--- config.mk ---
export PLATFORM = sky130hd
export DESIGN_NAME = output_fault_supervisor
export DESIGN_NICKNAME = d
export VERILOG_FILES = /design/src/fault_supervisor_pkg.sv /design/src/ls_chan_if.sv /design/src/ls_channel.sv /design/src/output_fault_supervisor.sv
export VERILOG_INCLUDE_DIRS = /design/src
export SDC_FILE = /design/constraint.sdc
export NUM_CORES = 1
export LEC_CHECK = 0
export ABC_CLOCK_PERIOD_IN_PS = 6500
export BUFFER_PORTS_ARGS = -buffer_cell sky130_fd_sc_hd__buf_2
export CORE_ASPECT_RATIO = 1.75
export CORE_UTILIZATION = 61
export CTS_BUF_LIST = sky130_fd_sc_hd__clkbuf_8
export CTS_CLUSTER_DIAMETER = 80
export DETAILED_ROUTE_END_ITERATION = 8
export HOLD_SLACK_MARGIN = 0.15
export PLACE_DENSITY = 0.85
export SLEW_MARGIN = 20
export SYNTH_ARGS = -nofsm -noshare
export SYNTH_HDL_FRONTEND = slang
export SYNTH_SLANG_ARGS = --single-unit
--- constraint.sdc ---
create_clock -name sys_clk_in -period 6.5 [get_ports sys_clk_in]
set_input_delay 1.3 -clock sys_clk_in [delete_from_list [all_inputs] [get_ports sys_clk_in]]
set_output_delay 1.3 -clock sys_clk_in [all_outputs]
set_load 0.1 [all_outputs]
--- src/fault_supervisor_defines.svh ---
// shared constants for the output fault supervisor
`ifndef FAULT_SUPERVISOR_DEFINES_SVH
`define FAULT_SUPERVISOR_DEFINES_SVH

// =====================================================
// output counts and status layout
`define HS_NUM 4
`define LS_NUM 8
`define OUT_NUM 12
`define STAT_HS_LSB 0
`define STAT_LS_LSB 4

// =====================================================
// reset (default state) values of the configuration
`define OL_CFG_RST 12'h000
`define LIM_SEL_RST 4'h0
`define OC_MODE_RST 8'h00

// =====================================================
// timer widths and default durations in clock cycles
`define PEAK_W 16
`define FILT_W 16
`define PEAK_CYCLES_DEF 16'h1000
`define FILT_CYCLES_DEF 16'h0040

`endif

--- src/fault_supervisor_pkg.sv ---
// state types for the output fault supervisor
`include "fault_supervisor_defines.svh"

package fault_supervisor_pkg;

	// =====================================================
	// whole-state record of the supervisor top
	typedef struct packed {
		logic [`OUT_NUM-1:0] open_load_enable_reg;
		logic [`HS_NUM-1:0] current_limit_select_reg;
		logic [`LS_NUM-1:0] overcurrent_mode_reg;
		logic brownout;
		logic [`HS_NUM-1:0] hs_drive;
		logic [`HS_NUM-1:0] hs_peak;
		logic [`HS_NUM-1:0] hs_status;
		logic fs_n;
		logic [`HS_NUM-1:0][`PEAK_W-1:0] peak_cnt;
	} sup_state_t;

	// =====================================================
	// whole-state record of one low-side channel
	typedef struct packed {
		logic [`FILT_W-1:0] filt_cnt;
		logic latched_off;
		logic drive;
		logic status;
		logic fs_latch;
		logic prev_cmd;
	} ls_state_t;

endpackage

--- src/ls_chan_if.sv ---
// carrier between the supervisor and one low-side channel
`timescale 1ns/100ps
`default_nettype none

interface ls_chan_if;
	logic ce;
	logic cmd;
	logic shutdown_en;
	logic ol_en;
	logic kill;
	logic reinit;
	logic drain_high;
	logic open_load;
	logic overtemp;
	logic cs_rise;
	logic drive;
	logic status;
	logic fs_latch;

	// =====================================================
	// supervisor side and channel side
	modport supervisor (output ce, cmd, shutdown_en, ol_en, kill, reinit, drain_high, open_load, overtemp,
		cs_rise, input drive, status, fs_latch);
	modport channel (input ce, cmd, shutdown_en, ol_en, kill, reinit, drain_high, open_load, overtemp,
		cs_rise, output drive, status, fs_latch);
endinterface // ls_chan_if

`default_nettype wire

--- src/ls_channel.sv ---
// one low-side output: overcurrent filter, latch-off, retry and fault latch
`timescale 1ns/100ps
`default_nettype none
`include "fault_supervisor_defines.svh"

module ls_channel #(
	parameter int unsigned FILTER_CYCLES = `FILT_CYCLES_DEF
) (
	input wire logic sys_clk_in,
	input wire logic rstn_in,
	ls_chan_if.channel ch
);
	fault_supervisor_pkg::ls_state_t st_reg;
	fault_supervisor_pkg::ls_state_t st_next;
	logic trip;
	logic oc_now;
	logic ol_now;

	// =====================================================
	// next-state logic
	always_comb begin
		st_next = st_reg;
		trip = 1'b0;
		ol_now = !ch.cmd && ch.ol_en && ch.open_load;
		// without shutdown a cleared overcurrent leaves no fault
		oc_now = ch.cmd && ch.shutdown_en && ch.drain_high;
		// an off command re-arms the output
		if (!ch.cmd) begin
			st_next.latched_off = 1'b0;
		end
		if (ch.cmd && !st_reg.latched_off && !ch.kill && oc_now) begin
			if (st_reg.filt_cnt >= `FILT_W'(FILTER_CYCLES - 1)) begin
				trip = 1'b1;
				st_next.filt_cnt = '0;
			end else begin
				st_next.filt_cnt = st_reg.filt_cnt + `FILT_W'(1);
			end
		end else begin
			st_next.filt_cnt = '0;
		end
		// limited output stops only on overtemperature
		if (ch.cmd && !st_reg.latched_off && !ch.kill && ch.overtemp) begin
			trip = 1'b1;
		end
		// a retry into a standing fault trips again
		if (trip) begin
			st_next.latched_off = 1'b1;
		end
		st_next.drive = ch.cmd && !st_next.latched_off && !ch.kill;
		// sticky status, set wins over clear
		st_next.status = trip || ol_now ||
			(st_reg.status && !(ch.cs_rise && !st_next.latched_off && !oc_now));
		// fault pin latch released by toggling the output
		st_next.fs_latch = trip || ol_now || (st_reg.fs_latch && (ch.cmd == st_reg.prev_cmd));
		st_next.prev_cmd = ch.cmd;
		if (ch.reinit) begin
			st_next = '0;
		end
	end

	// =====================================================
	// state register, frozen while the clock enable is low
	always_ff @(posedge sys_clk_in or negedge rstn_in) begin
		if (!rstn_in) begin
			st_reg <= '0;
		end else if (ch.ce) begin
			st_reg <= st_next;
		end
	end

	assign ch.drive = st_reg.drive;
	assign ch.status = st_reg.status;
	assign ch.fs_latch = st_reg.fs_latch;

	// =====================================================
	// checks
	a_oc_latch_off: assert property (@(posedge sys_clk_in) disable iff (!rstn_in)
		(ch.ce && trip && !ch.reinit) |=> (st_reg.latched_off && !st_reg.drive && st_reg.status))
		else $error("overcurrent trip did not latch the output off");
	a_retry_needs_off: assert property (@(posedge sys_clk_in) disable iff (!rstn_in)
		(ch.ce && st_reg.latched_off && !ch.reinit && ch.cmd) |=> st_reg.latched_off)
		else $error("latched output restarted without an off command");
	a_limit_no_fault: assert property (@(posedge sys_clk_in) disable iff (!rstn_in)
		(ch.ce && !ch.shutdown_en && !ch.overtemp && !ch.open_load && !st_reg.status) |=> !st_reg.status)
		else $error("fault recorded on current-limited output");
	a_fs_held: assert property (@(posedge sys_clk_in) disable iff (!rstn_in)
		(ch.ce && st_reg.fs_latch && !ch.reinit && ch.cmd == st_reg.prev_cmd) |=> st_reg.fs_latch)
		else $error("fault pin latch dropped without an output toggle");
endmodule // ls_channel

`default_nettype wire

--- src/output_fault_supervisor.sv ---
// fault supervisor for four high-side and eight low-side switch outputs
`timescale 1ns/100ps
`default_nettype none
`include "fault_supervisor_defines.svh"

module output_fault_supervisor #(
	parameter int unsigned PEAK_CYCLES = `PEAK_CYCLES_DEF,
	parameter int unsigned FILTER_CYCLES = `FILT_CYCLES_DEF
) (
	input wire logic sys_clk_in,
	input wire logic rstn_in,
	input wire logic clk_en_in,
	input wire logic cfg_write_in,
	input wire logic [`OUT_NUM-1:0] open_load_cfg_in,
	input wire logic [`HS_NUM-1:0] limit_select_cfg_in,
	input wire logic [`LS_NUM-1:0] overcurrent_mode_cfg_in,
	input wire logic cs_rise_in,
	input wire logic [`HS_NUM-1:0] hs_cmd_in,
	input wire logic [`LS_NUM-1:0] ls_spi_cmd_in,
	input wire logic [`LS_NUM-1:0] ls_use_direct_in,
	input wire logic low_side_direct_input_in,
	input wire logic [`HS_NUM-1:0] hs_gate_off_in,
	input wire logic [`HS_NUM-1:0] hs_open_load_in,
	input wire logic [`LS_NUM-1:0] ls_open_load_in,
	input wire logic [`LS_NUM-1:0] ls_drain_high_in,
	input wire logic [`OUT_NUM-1:0] overtemp_in,
	input wire logic supply_below_6v_in,
	input wire logic supply_below_5v_in,
	input wire logic ground_lost_in,
	output logic [`HS_NUM-1:0] high_side_outputs_out,
	output logic [`LS_NUM-1:0] low_side_outputs_out,
	output logic [`HS_NUM-1:0] hs_peak_limit_out,
	output logic [`OUT_NUM-1:0] status_out,
	output logic fault_indicator_pin_n_out
);
	fault_supervisor_pkg::sup_state_t st_reg;
	fault_supervisor_pkg::sup_state_t st_next;
	logic kill;
	logic reinit;
	logic [`LS_NUM-1:0] ls_cmd;
	logic [`LS_NUM-1:0] ls_drive;
	logic [`LS_NUM-1:0] ls_status;
	logic [`LS_NUM-1:0] ls_fs;

	// =====================================================
	// supply and ground supervision
	// shallow dip forces outputs off without touching state
	// lost ground forces every output off
	assign kill = supply_below_6v_in || ground_lost_in;
	// reinitialise once supply is back above the upper level
	assign reinit = st_reg.brownout && !supply_below_6v_in;

	// low-side command source, spi or the shared direct input
	assign ls_cmd = (ls_use_direct_in & {`LS_NUM{low_side_direct_input_in}}) | (~ls_use_direct_in & ls_spi_cmd_in);

	// =====================================================
	// low-side channels
	genvar gi;
	generate
		for (gi = 0; gi < `LS_NUM; gi++) begin : g_ls
			ls_chan_if lsi ();
			assign lsi.ce = clk_en_in;
			assign lsi.cmd = ls_cmd[gi];
			assign lsi.shutdown_en = st_reg.overcurrent_mode_reg[gi];
			// low-side detection enabled by a 1
			assign lsi.ol_en = st_reg.open_load_enable_reg[`STAT_LS_LSB + gi];
			assign lsi.kill = kill;
			assign lsi.reinit = reinit;
			assign lsi.drain_high = ls_drain_high_in[gi];
			assign lsi.open_load = ls_open_load_in[gi];
			assign lsi.overtemp = overtemp_in[`STAT_LS_LSB + gi];
			assign lsi.cs_rise = cs_rise_in;
			assign ls_drive[gi] = lsi.drive;
			assign ls_status[gi] = lsi.status;
			assign ls_fs[gi] = lsi.fs_latch;
			ls_channel #(
				.FILTER_CYCLES(FILTER_CYCLES)
			) u_ls (
				.sys_clk_in(sys_clk_in),
				.rstn_in(rstn_in),
				.ch(lsi.channel)
			);
		end
	endgenerate

	// =====================================================
	// high-side and configuration next state
	always_comb begin
		logic hs_on;
		logic hs_ol;
		logic hs_set;
		logic hs_clr;
		logic rt_fault;
		st_next = st_reg;
		hs_on = 1'b0;
		hs_ol = 1'b0;
		hs_set = 1'b0;
		hs_clr = 1'b0;
		rt_fault = 1'b0;
		// configuration load; a write after a dip is kept, a reinit wins below
		if (cfg_write_in) begin
			st_next.open_load_enable_reg = open_load_cfg_in;
			st_next.current_limit_select_reg = limit_select_cfg_in;
			st_next.overcurrent_mode_reg = overcurrent_mode_cfg_in;
		end
		// deep dip remembered until supply recovers
		if (supply_below_5v_in) begin
			st_next.brownout = 1'b1;
		end
		for (int i = 0; i < `HS_NUM; i++) begin
			// overtemp input carries the recovery hysteresis, so drive returns when cool
			hs_on = hs_cmd_in[i] && !overtemp_in[`STAT_HS_LSB + i] && !kill;
			st_next.hs_drive[i] = hs_on;
			if (hs_on && !st_reg.hs_drive[i] && !st_reg.current_limit_select_reg[i]) begin
				st_next.peak_cnt[i] = `PEAK_W'(PEAK_CYCLES);
			end else if (!hs_on) begin
				st_next.peak_cnt[i] = '0;
			end else if (st_reg.peak_cnt[i] != '0) begin
				st_next.peak_cnt[i] = st_reg.peak_cnt[i] - `PEAK_W'(1);
			end
			// sustain only when the select bit is 1
			st_next.hs_peak[i] = hs_on && (st_next.peak_cnt[i] != '0) && !st_reg.current_limit_select_reg[i];
			// high-side detection enabled by a 0
			hs_ol = !hs_cmd_in[i] && !st_reg.open_load_enable_reg[`STAT_HS_LSB + i] && hs_open_load_in[i];
			// open load latches only after the gate has turned the output off
			hs_set = (hs_ol && hs_gate_off_in[i]) || (hs_cmd_in[i] && overtemp_in[`STAT_HS_LSB + i]);
			// clear on chip-select rise once gone or commanded on
			hs_clr = cs_rise_in && (!hs_open_load_in[i] || hs_cmd_in[i]) && !overtemp_in[`STAT_HS_LSB + i];
			// sticky status, set wins over clear
			st_next.hs_status[i] = hs_set || (st_reg.hs_status[i] && !hs_clr);
			// high-side fault pin follows the live condition
			rt_fault = rt_fault || hs_ol || (hs_cmd_in[i] && overtemp_in[`STAT_HS_LSB + i]);
		end
		// low-side latches hold the pin low
		st_next.fs_n = !(rt_fault || (|ls_fs));
		// default state, all configuration bits zero
		if (reinit) begin
			st_next.open_load_enable_reg = `OL_CFG_RST;
			st_next.current_limit_select_reg = `LIM_SEL_RST;
			st_next.overcurrent_mode_reg = `OC_MODE_RST;
			st_next.brownout = 1'b0;
			st_next.hs_drive = '0;
			st_next.hs_peak = '0;
			st_next.hs_status = '0;
			st_next.peak_cnt = '0;
			st_next.fs_n = 1'b1;
		end
	end

	// =====================================================
	// state register, frozen while the clock enable is low
	always_ff @(posedge sys_clk_in or negedge rstn_in) begin
		if (!rstn_in) begin
			st_reg <= '0;
			st_reg.fs_n <= 1'b1;
		end else if (clk_en_in) begin
			st_reg <= st_next;
		end
	end

	// =====================================================
	// outputs, all from flip-flops
	assign high_side_outputs_out = st_reg.hs_drive;
	assign low_side_outputs_out = ls_drive;
	assign hs_peak_limit_out = st_reg.hs_peak;
	assign status_out = {ls_status, st_reg.hs_status};
	assign fault_indicator_pin_n_out = st_reg.fs_n;

	// =====================================================
	// checks
	a_dip_outputs_off: assert property (@(posedge sys_clk_in) disable iff (!rstn_in)
		(clk_en_in && supply_below_6v_in) |=> (high_side_outputs_out == '0 && low_side_outputs_out == '0))
		else $error("outputs on during undervoltage");
	a_ground_lost_off: assert property (@(posedge sys_clk_in) disable iff (!rstn_in)
		(clk_en_in && ground_lost_in) |=> (high_side_outputs_out == '0 && low_side_outputs_out == '0))
		else $error("outputs on with ground lost");
	a_dip_keeps_cfg: assert property (@(posedge sys_clk_in) disable iff (!rstn_in)
		(clk_en_in && supply_below_6v_in && !st_reg.brownout && !supply_below_5v_in && !cfg_write_in)
		|=> $stable(st_reg.overcurrent_mode_reg))
		else $error("configuration lost in shallow dip");
	a_reinit_default: assert property (@(posedge sys_clk_in) disable iff (!rstn_in)
		(clk_en_in && reinit) |=> (st_reg.open_load_enable_reg == `OL_CFG_RST && status_out == '0))
		else $error("default state not entered after deep dip");
	a_hs_ol_cause: assert property (@(posedge sys_clk_in) disable iff (!rstn_in)
		$rose(st_reg.hs_status[0]) |-> $past(hs_cmd_in[0] && overtemp_in[0]
			|| !hs_cmd_in[0] && hs_gate_off_in[0] && hs_open_load_in[0] && !st_reg.open_load_enable_reg[0]))
		else $error("high-side status set without a cause");
	a_hs_ol_clear: assert property (@(posedge sys_clk_in) disable iff (!rstn_in)
		$fell(st_reg.hs_status[0]) |-> $past(cs_rise_in || reinit))
		else $error("high-side status cleared without chip-select rise");
	a_peak_at_on: assert property (@(posedge sys_clk_in) disable iff (!rstn_in)
		(clk_en_in && $rose(high_side_outputs_out[0]) && !$past(st_reg.current_limit_select_reg[0]) && !reinit)
		|-> hs_peak_limit_out[0])
		else $error("peak window missing at switch-on");
	a_sustain_only: assert property (@(posedge sys_clk_in) disable iff (!rstn_in)
		$past(clk_en_in && st_reg.current_limit_select_reg[0]) |-> !hs_peak_limit_out[0])
		else $error("peak limit applied with sustain selected");
	a_hs_restart: assert property (@(posedge sys_clk_in) disable iff (!rstn_in)
		(clk_en_in && hs_cmd_in[0] && !overtemp_in[0] && !kill && !reinit) |=> high_side_outputs_out[0])
		else $error("high-side output not restarted after cooling");
	a_ce_freeze: assert property (@(posedge sys_clk_in) disable iff (!rstn_in)
		!clk_en_in |=> ($stable(status_out) && $stable(high_side_outputs_out) && $stable(low_side_outputs_out)))
		else $error("state moved while the clock enable was low");

	// =====================================================
	// per-output checks, high side
	generate
		for (gi = 0; gi < `HS_NUM; gi++) begin : g_hs_chk
			a_hs_on_quiet: assert property (@(posedge sys_clk_in) disable iff (!rstn_in)
				(clk_en_in && hs_cmd_in[gi] && !overtemp_in[`STAT_HS_LSB + gi] && !st_reg.hs_status[gi])
				|=> !st_reg.hs_status[gi])
				else $error("high-side open load reported while on");
			a_hs_ol_on: assert property (@(posedge sys_clk_in) disable iff (!rstn_in)
				(clk_en_in && !reinit && !hs_cmd_in[gi] && hs_gate_off_in[gi] && hs_open_load_in[gi]
				&& !st_reg.open_load_enable_reg[`STAT_HS_LSB + gi]) |=> st_reg.hs_status[gi])
				else $error("enabled high-side open load not reported");
			a_hs_ol_off: assert property (@(posedge sys_clk_in) disable iff (!rstn_in)
				(clk_en_in && !hs_cmd_in[gi] && st_reg.open_load_enable_reg[`STAT_HS_LSB + gi]
				&& !st_reg.hs_status[gi]) |=> !st_reg.hs_status[gi])
				else $error("disabled high-side open load reported");
			// an off-state set needs the gate off
			a_hs_ol_gate: assert property (@(posedge sys_clk_in) disable iff (!rstn_in)
				($rose(st_reg.hs_status[gi]) && !$past(hs_cmd_in[gi])) |-> $past(hs_gate_off_in[gi]))
				else $error("high-side open load latched before gate off");
			// clear only once the cause is gone
			a_hs_clr_gone: assert property (@(posedge sys_clk_in) disable iff (!rstn_in)
				$fell(st_reg.hs_status[gi]) |-> $past(reinit || !hs_open_load_in[gi] || hs_cmd_in[gi]))
				else $error("high-side status cleared with open load present");
			a_hs_sticky: assert property (@(posedge sys_clk_in) disable iff (!rstn_in)
				(clk_en_in && !reinit && !cs_rise_in && st_reg.hs_status[gi]) |=> st_reg.hs_status[gi])
				else $error("high-side status dropped without chip-select rise");
			// commanding off ends the restart cycle
			a_hs_cmd_off: assert property (@(posedge sys_clk_in) disable iff (!rstn_in)
				(clk_en_in && !hs_cmd_in[gi]) |=> !high_side_outputs_out[gi])
				else $error("high-side output on while commanded off");
		end
	endgenerate

	// =====================================================
	// per-output checks, low side
	generate
		for (gi = 0; gi < `LS_NUM; gi++) begin : g_ls_chk
			// no status while on with a quiet drain
			a_ls_on_quiet: assert property (@(posedge sys_clk_in) disable iff (!rstn_in)
				(clk_en_in && !reinit && ls_cmd[gi] && !ls_drain_high_in[gi] && !overtemp_in[`STAT_LS_LSB + gi]
				&& !status_out[`STAT_LS_LSB + gi]) |=> !status_out[`STAT_LS_LSB + gi])
				else $error("low-side status set while on and healthy");
			a_ls_no_report: assert property (@(posedge sys_clk_in) disable iff (!rstn_in)
				(clk_en_in && !reinit && !st_reg.overcurrent_mode_reg[gi] && !overtemp_in[`STAT_LS_LSB + gi]
				&& !ls_open_load_in[gi] && !status_out[`STAT_LS_LSB + gi]) |=> !status_out[`STAT_LS_LSB + gi])
				else $error("overcurrent reported in limit mode");
			// limit mode keeps the output on
			a_ls_limit_on: assert property (@(posedge sys_clk_in) disable iff (!rstn_in)
				(clk_en_in && !reinit && !kill && ls_cmd[gi] && low_side_outputs_out[gi]
				&& !st_reg.overcurrent_mode_reg[gi] && !overtemp_in[`STAT_LS_LSB + gi]) |=> low_side_outputs_out[gi])
				else $error("limited low-side output switched off");
			// a channel latch pulls the pin low
			a_ls_pin_low: assert property (@(posedge sys_clk_in) disable iff (!rstn_in)
				(clk_en_in && !reinit && ls_fs[gi]) |=> !fault_indicator_pin_n_out)
				else $error("fault pin high with a low-side latch set");
		end
	endgenerate
endmodule // output_fault_supervisor

`default_nettype wire

==> results_dict.tcl <==
set metrics [dict create \
    synth_flop_cell "dfrtp_1" \
    cp.arrival_ps 4200 \
    ctsResizeCount 0 \
    top_layer "met5" \
    ys_warn_count 0 \
    fin_ws_ps 2780 \
    dpl.hpwl_um 22500 \
    clockBufferDepth 3 \
    crit_path_cell_trace "buf_4 -> or4b_1 -> nor4_2 -> nand3_1 -> nor2_1 -> a31oi_1 -> a31oi_1" \
    synth_common_cells "269 x dfrtp_1, 126 x o21ai_0, 125 x nand2_1, 90 x nor2b_1, 86 x nor2_1" \
    start_util_pct 62.8 \
    critPathLaunch "clk_en_in" \
    crit_required_ps 6980 \
    maxCapViolations 0 \
    drv_slew 0 \
    async_flop_share_pct 100 \
    fin_crit_ps 3720 \
    numPortBuffers 117 \
    viasPerCell 6.29 \
    p_leak_nw 7.13 \
    grt.total_usage_pct 30.2 \
    met3_length_um 1920 \
    timing.rr.start "st_reg[77]" \
    final-setup-viol-count 0 \
    synth_edf_count 0 \
    grt-ovfl-total 0 \
    routed_wirelength_um 33500 \
    core-area_mm2 0.0217 \
    final_antenna_net_count 0 \
    p_per_area_mw_per_mm2 247 \
    status "finished clean" \
    rows 71 \
    ys_types 78 \
    synthCells 1396 \
    synth_top_area_cell "dfrtp_1" \
    worstSkewPairLatency_ps 570 \
    grt_antenna_before_repair 2 \
    worst_pin_slew_ps 1120 \
    fin_cells 1796 \
    grt_start_max_net_pins 145 \
    cts_root_buf "clkbuf_8" \
    hp-start "g_ls[5].u_ls.st_reg[10]" \
    syn_area_mm2 0.0136 \
    fill_cells 1714 \
    yosysSeqAreaShare_pct 49.7 \
    largest_register_ffs 144 \
    area_growth_pct 10.5 \
    path_class "in -> reg" \
    clkTransAtPathRegs_ps 60 \
    cp_slowest_cell "or4b_1" \
    cts_setup_buffers 0 \
    ff_latch_area_mm2 0.00676 \
    firstDrtPassIters 6 \
    gp_congestion 0.932 \
    cp_max_fo 104 \
    fin_crit_sh_pct 57.2 \
    cts_hold_buffers 0 \
    cp-end-kind "register" \
    max_slew_margin_pct 25.1 \
    slowest_delay_ps 870 \
    route.met2.wl_um 17100 \
    ios 118 \
    clkSinkCount 270 \
    grt_first_pass_wirelength_um 54300 \
    ctsHtreeMaxLevel 2 \
    path_common_cell "a31oi_1" \
    tns_ps 0 \
    start_kind "primary input" \
    cts_tree "built" \
    path_delay_family "simple AND/OR/NAND/NOR gates" \
    timing.fmax_mhz 269 \
    peakVddDrop_mv 0.145 \
    crit_buf_inv 1 \
    route.detailed.drc 0 \
    synth-seq-cells 270 \
    pre_cts_ws_ps 2260 \
    multi_input_area_mm2 0.00626 \
    vias 11295 \
    avgSynthCellArea_um2 9.75 \
    routedWlPerCell_um 18.7 \
    yosys.area.top_type_share_pct 49.5 \
    dieHeight_um 200 \
    finClkSkew_ps 15.7 \
    die-area_mm2 0.0229 \
    drive_gt1_share_pct 15.4 \
    dp_cells 1723 \
    hold_violations 0 \
    drtIter0Drc 862 \
    grt_setup_unrepaired "false" \
    finalNetCount 1574 \
    hold_path.class "reg -> reg" \
    synth_nets 1497 \
    yosys-top-cells-area "dfrtp_1 49%, o21ai_0 4.6%, nor2b_1 4.1%" \
    wl_met1_um 13200 \
    grt_pass1_vias 11242 \
    dieWidth_um 115 \
    cts_buffers 40 \
    yosysMostFrequentCell "dfrtp_1" \
]
[cells in the final DEF, fill, tap and decap left out, types with 7 or more instances in the layout]
cell | netlist | final
dfrtp_1 | 269 | 269
o21ai_0 | 126 | 126
nand2_1 | 125 | 125
buf_2 | 4 | 115
nor2b_1 | 90 | 89
nor2_1 | 86 | 86
nand3_1 | 55 | 55
clkbuf_8 | 0 | 52
a22o_1 | 45 | 45
inv_1 | 34 | 44
a21oi_1 | 42 | 42
nor3_1 | 32 | 32
nor4_1 | 31 | 31
xnor2_1 | 22 | 22
nand2b_1 | 20 | 20
or4_1 | 19 | 19
o31ai_1 | 19 | 19
nand4_1 | 18 | 18
mux2i_1 | 17 | 17
a31oi_1 | 17 | 17
o2bb2ai_1 | 17 | 17
and3_1 | 17 | 16
a21o_1 | 14 | 14
o21ai_1 | 14 | 13
or3_1 | 12 | 12
ha_1 | 12 | 12
mux2_2 | 9 | 9
buf_4 | 29 | 9
o211ai_1 | 8 | 8
a211o_1 | 8 | 8
a2111oi_0 | 7 | 7
[layer usage]
| layer | global-route usage [%] | vias to the layer above |
|---|---|---|
| met5 | 0 | - |
| met4 | 14.9 | 2 |
| met3 | 4.79 | 93 |
| met2 | 51.9 | 403 |
| met1 | 36.6 | 5563 |
| li1 | - | 5234 |
[power breakdown]
part / total, mW / internal [mW] / leakage [nW] / switching [mW]
clock: 1.42 / 0.759 / 0.470 / 0.665
combinational: 0.502 / 0.154 / 2.95 / 0.348
sequential: 1.79 / 1.74 / 3.71 / 0.0493
[cells by family (layout without fill, tap and decap cells)]
group                    count (synthesis)  in the layout  synth area share, %
buffers and inverters                  126            233                 4.37
other                                    0              1                    0
AND/OR/NAND/NOR                        547            547                 21.8
adder cells (fa/ha/maj)                 12             12                 1.10
AO/OA/AOI/OAI                          387            387                 19.3
XOR/XNOR                                27             27                 1.74
multiplexers                            27             27                 2.11
flip-flops                             270            270                 49.7
[path summary, 6_finish.rpt]
kind	cells past startpoint	slack [ps]	to
min in group asynchronous	1	810	st_reg[7]
min reg2reg	1	490	g_ls[5].u_ls.st_reg[10]
max	7	2780	g_ls[7].u_ls.st_reg[10]
max reg2reg	6	3710	st_reg[6]
min	1	490	g_ls[5].u_ls.st_reg[10]
max in group asynchronous	2	4310	g_ls[5].u_ls.st_reg[19]
[metrics by stage]
stage               area, um^2  util [%]  hold WS [ps]  power (mW)
finish                   15000      69.3           492        3.71
global route             15000      69.3           507        3.86
CTS                      15000      69.3           490        3.73
detailed placement       14200      65.5           475        2.31
global placement         14200      65.5           465        2.30
floorplan                13600         -           443        2.17
[final cells by class]
class                      instances  share of cell area, %
sequential                       270                   45.0
clock inverter                    20                  0.774
tap                              292                   2.43
multi-input combinational       1000                   41.7
timing repair buffer             126                   4.51
clock buffer                      52                   4.76
inverter                          35                  0.874
antenna                            1                 0.0167
Note: power is estimated with default switching activity, not from simulation.
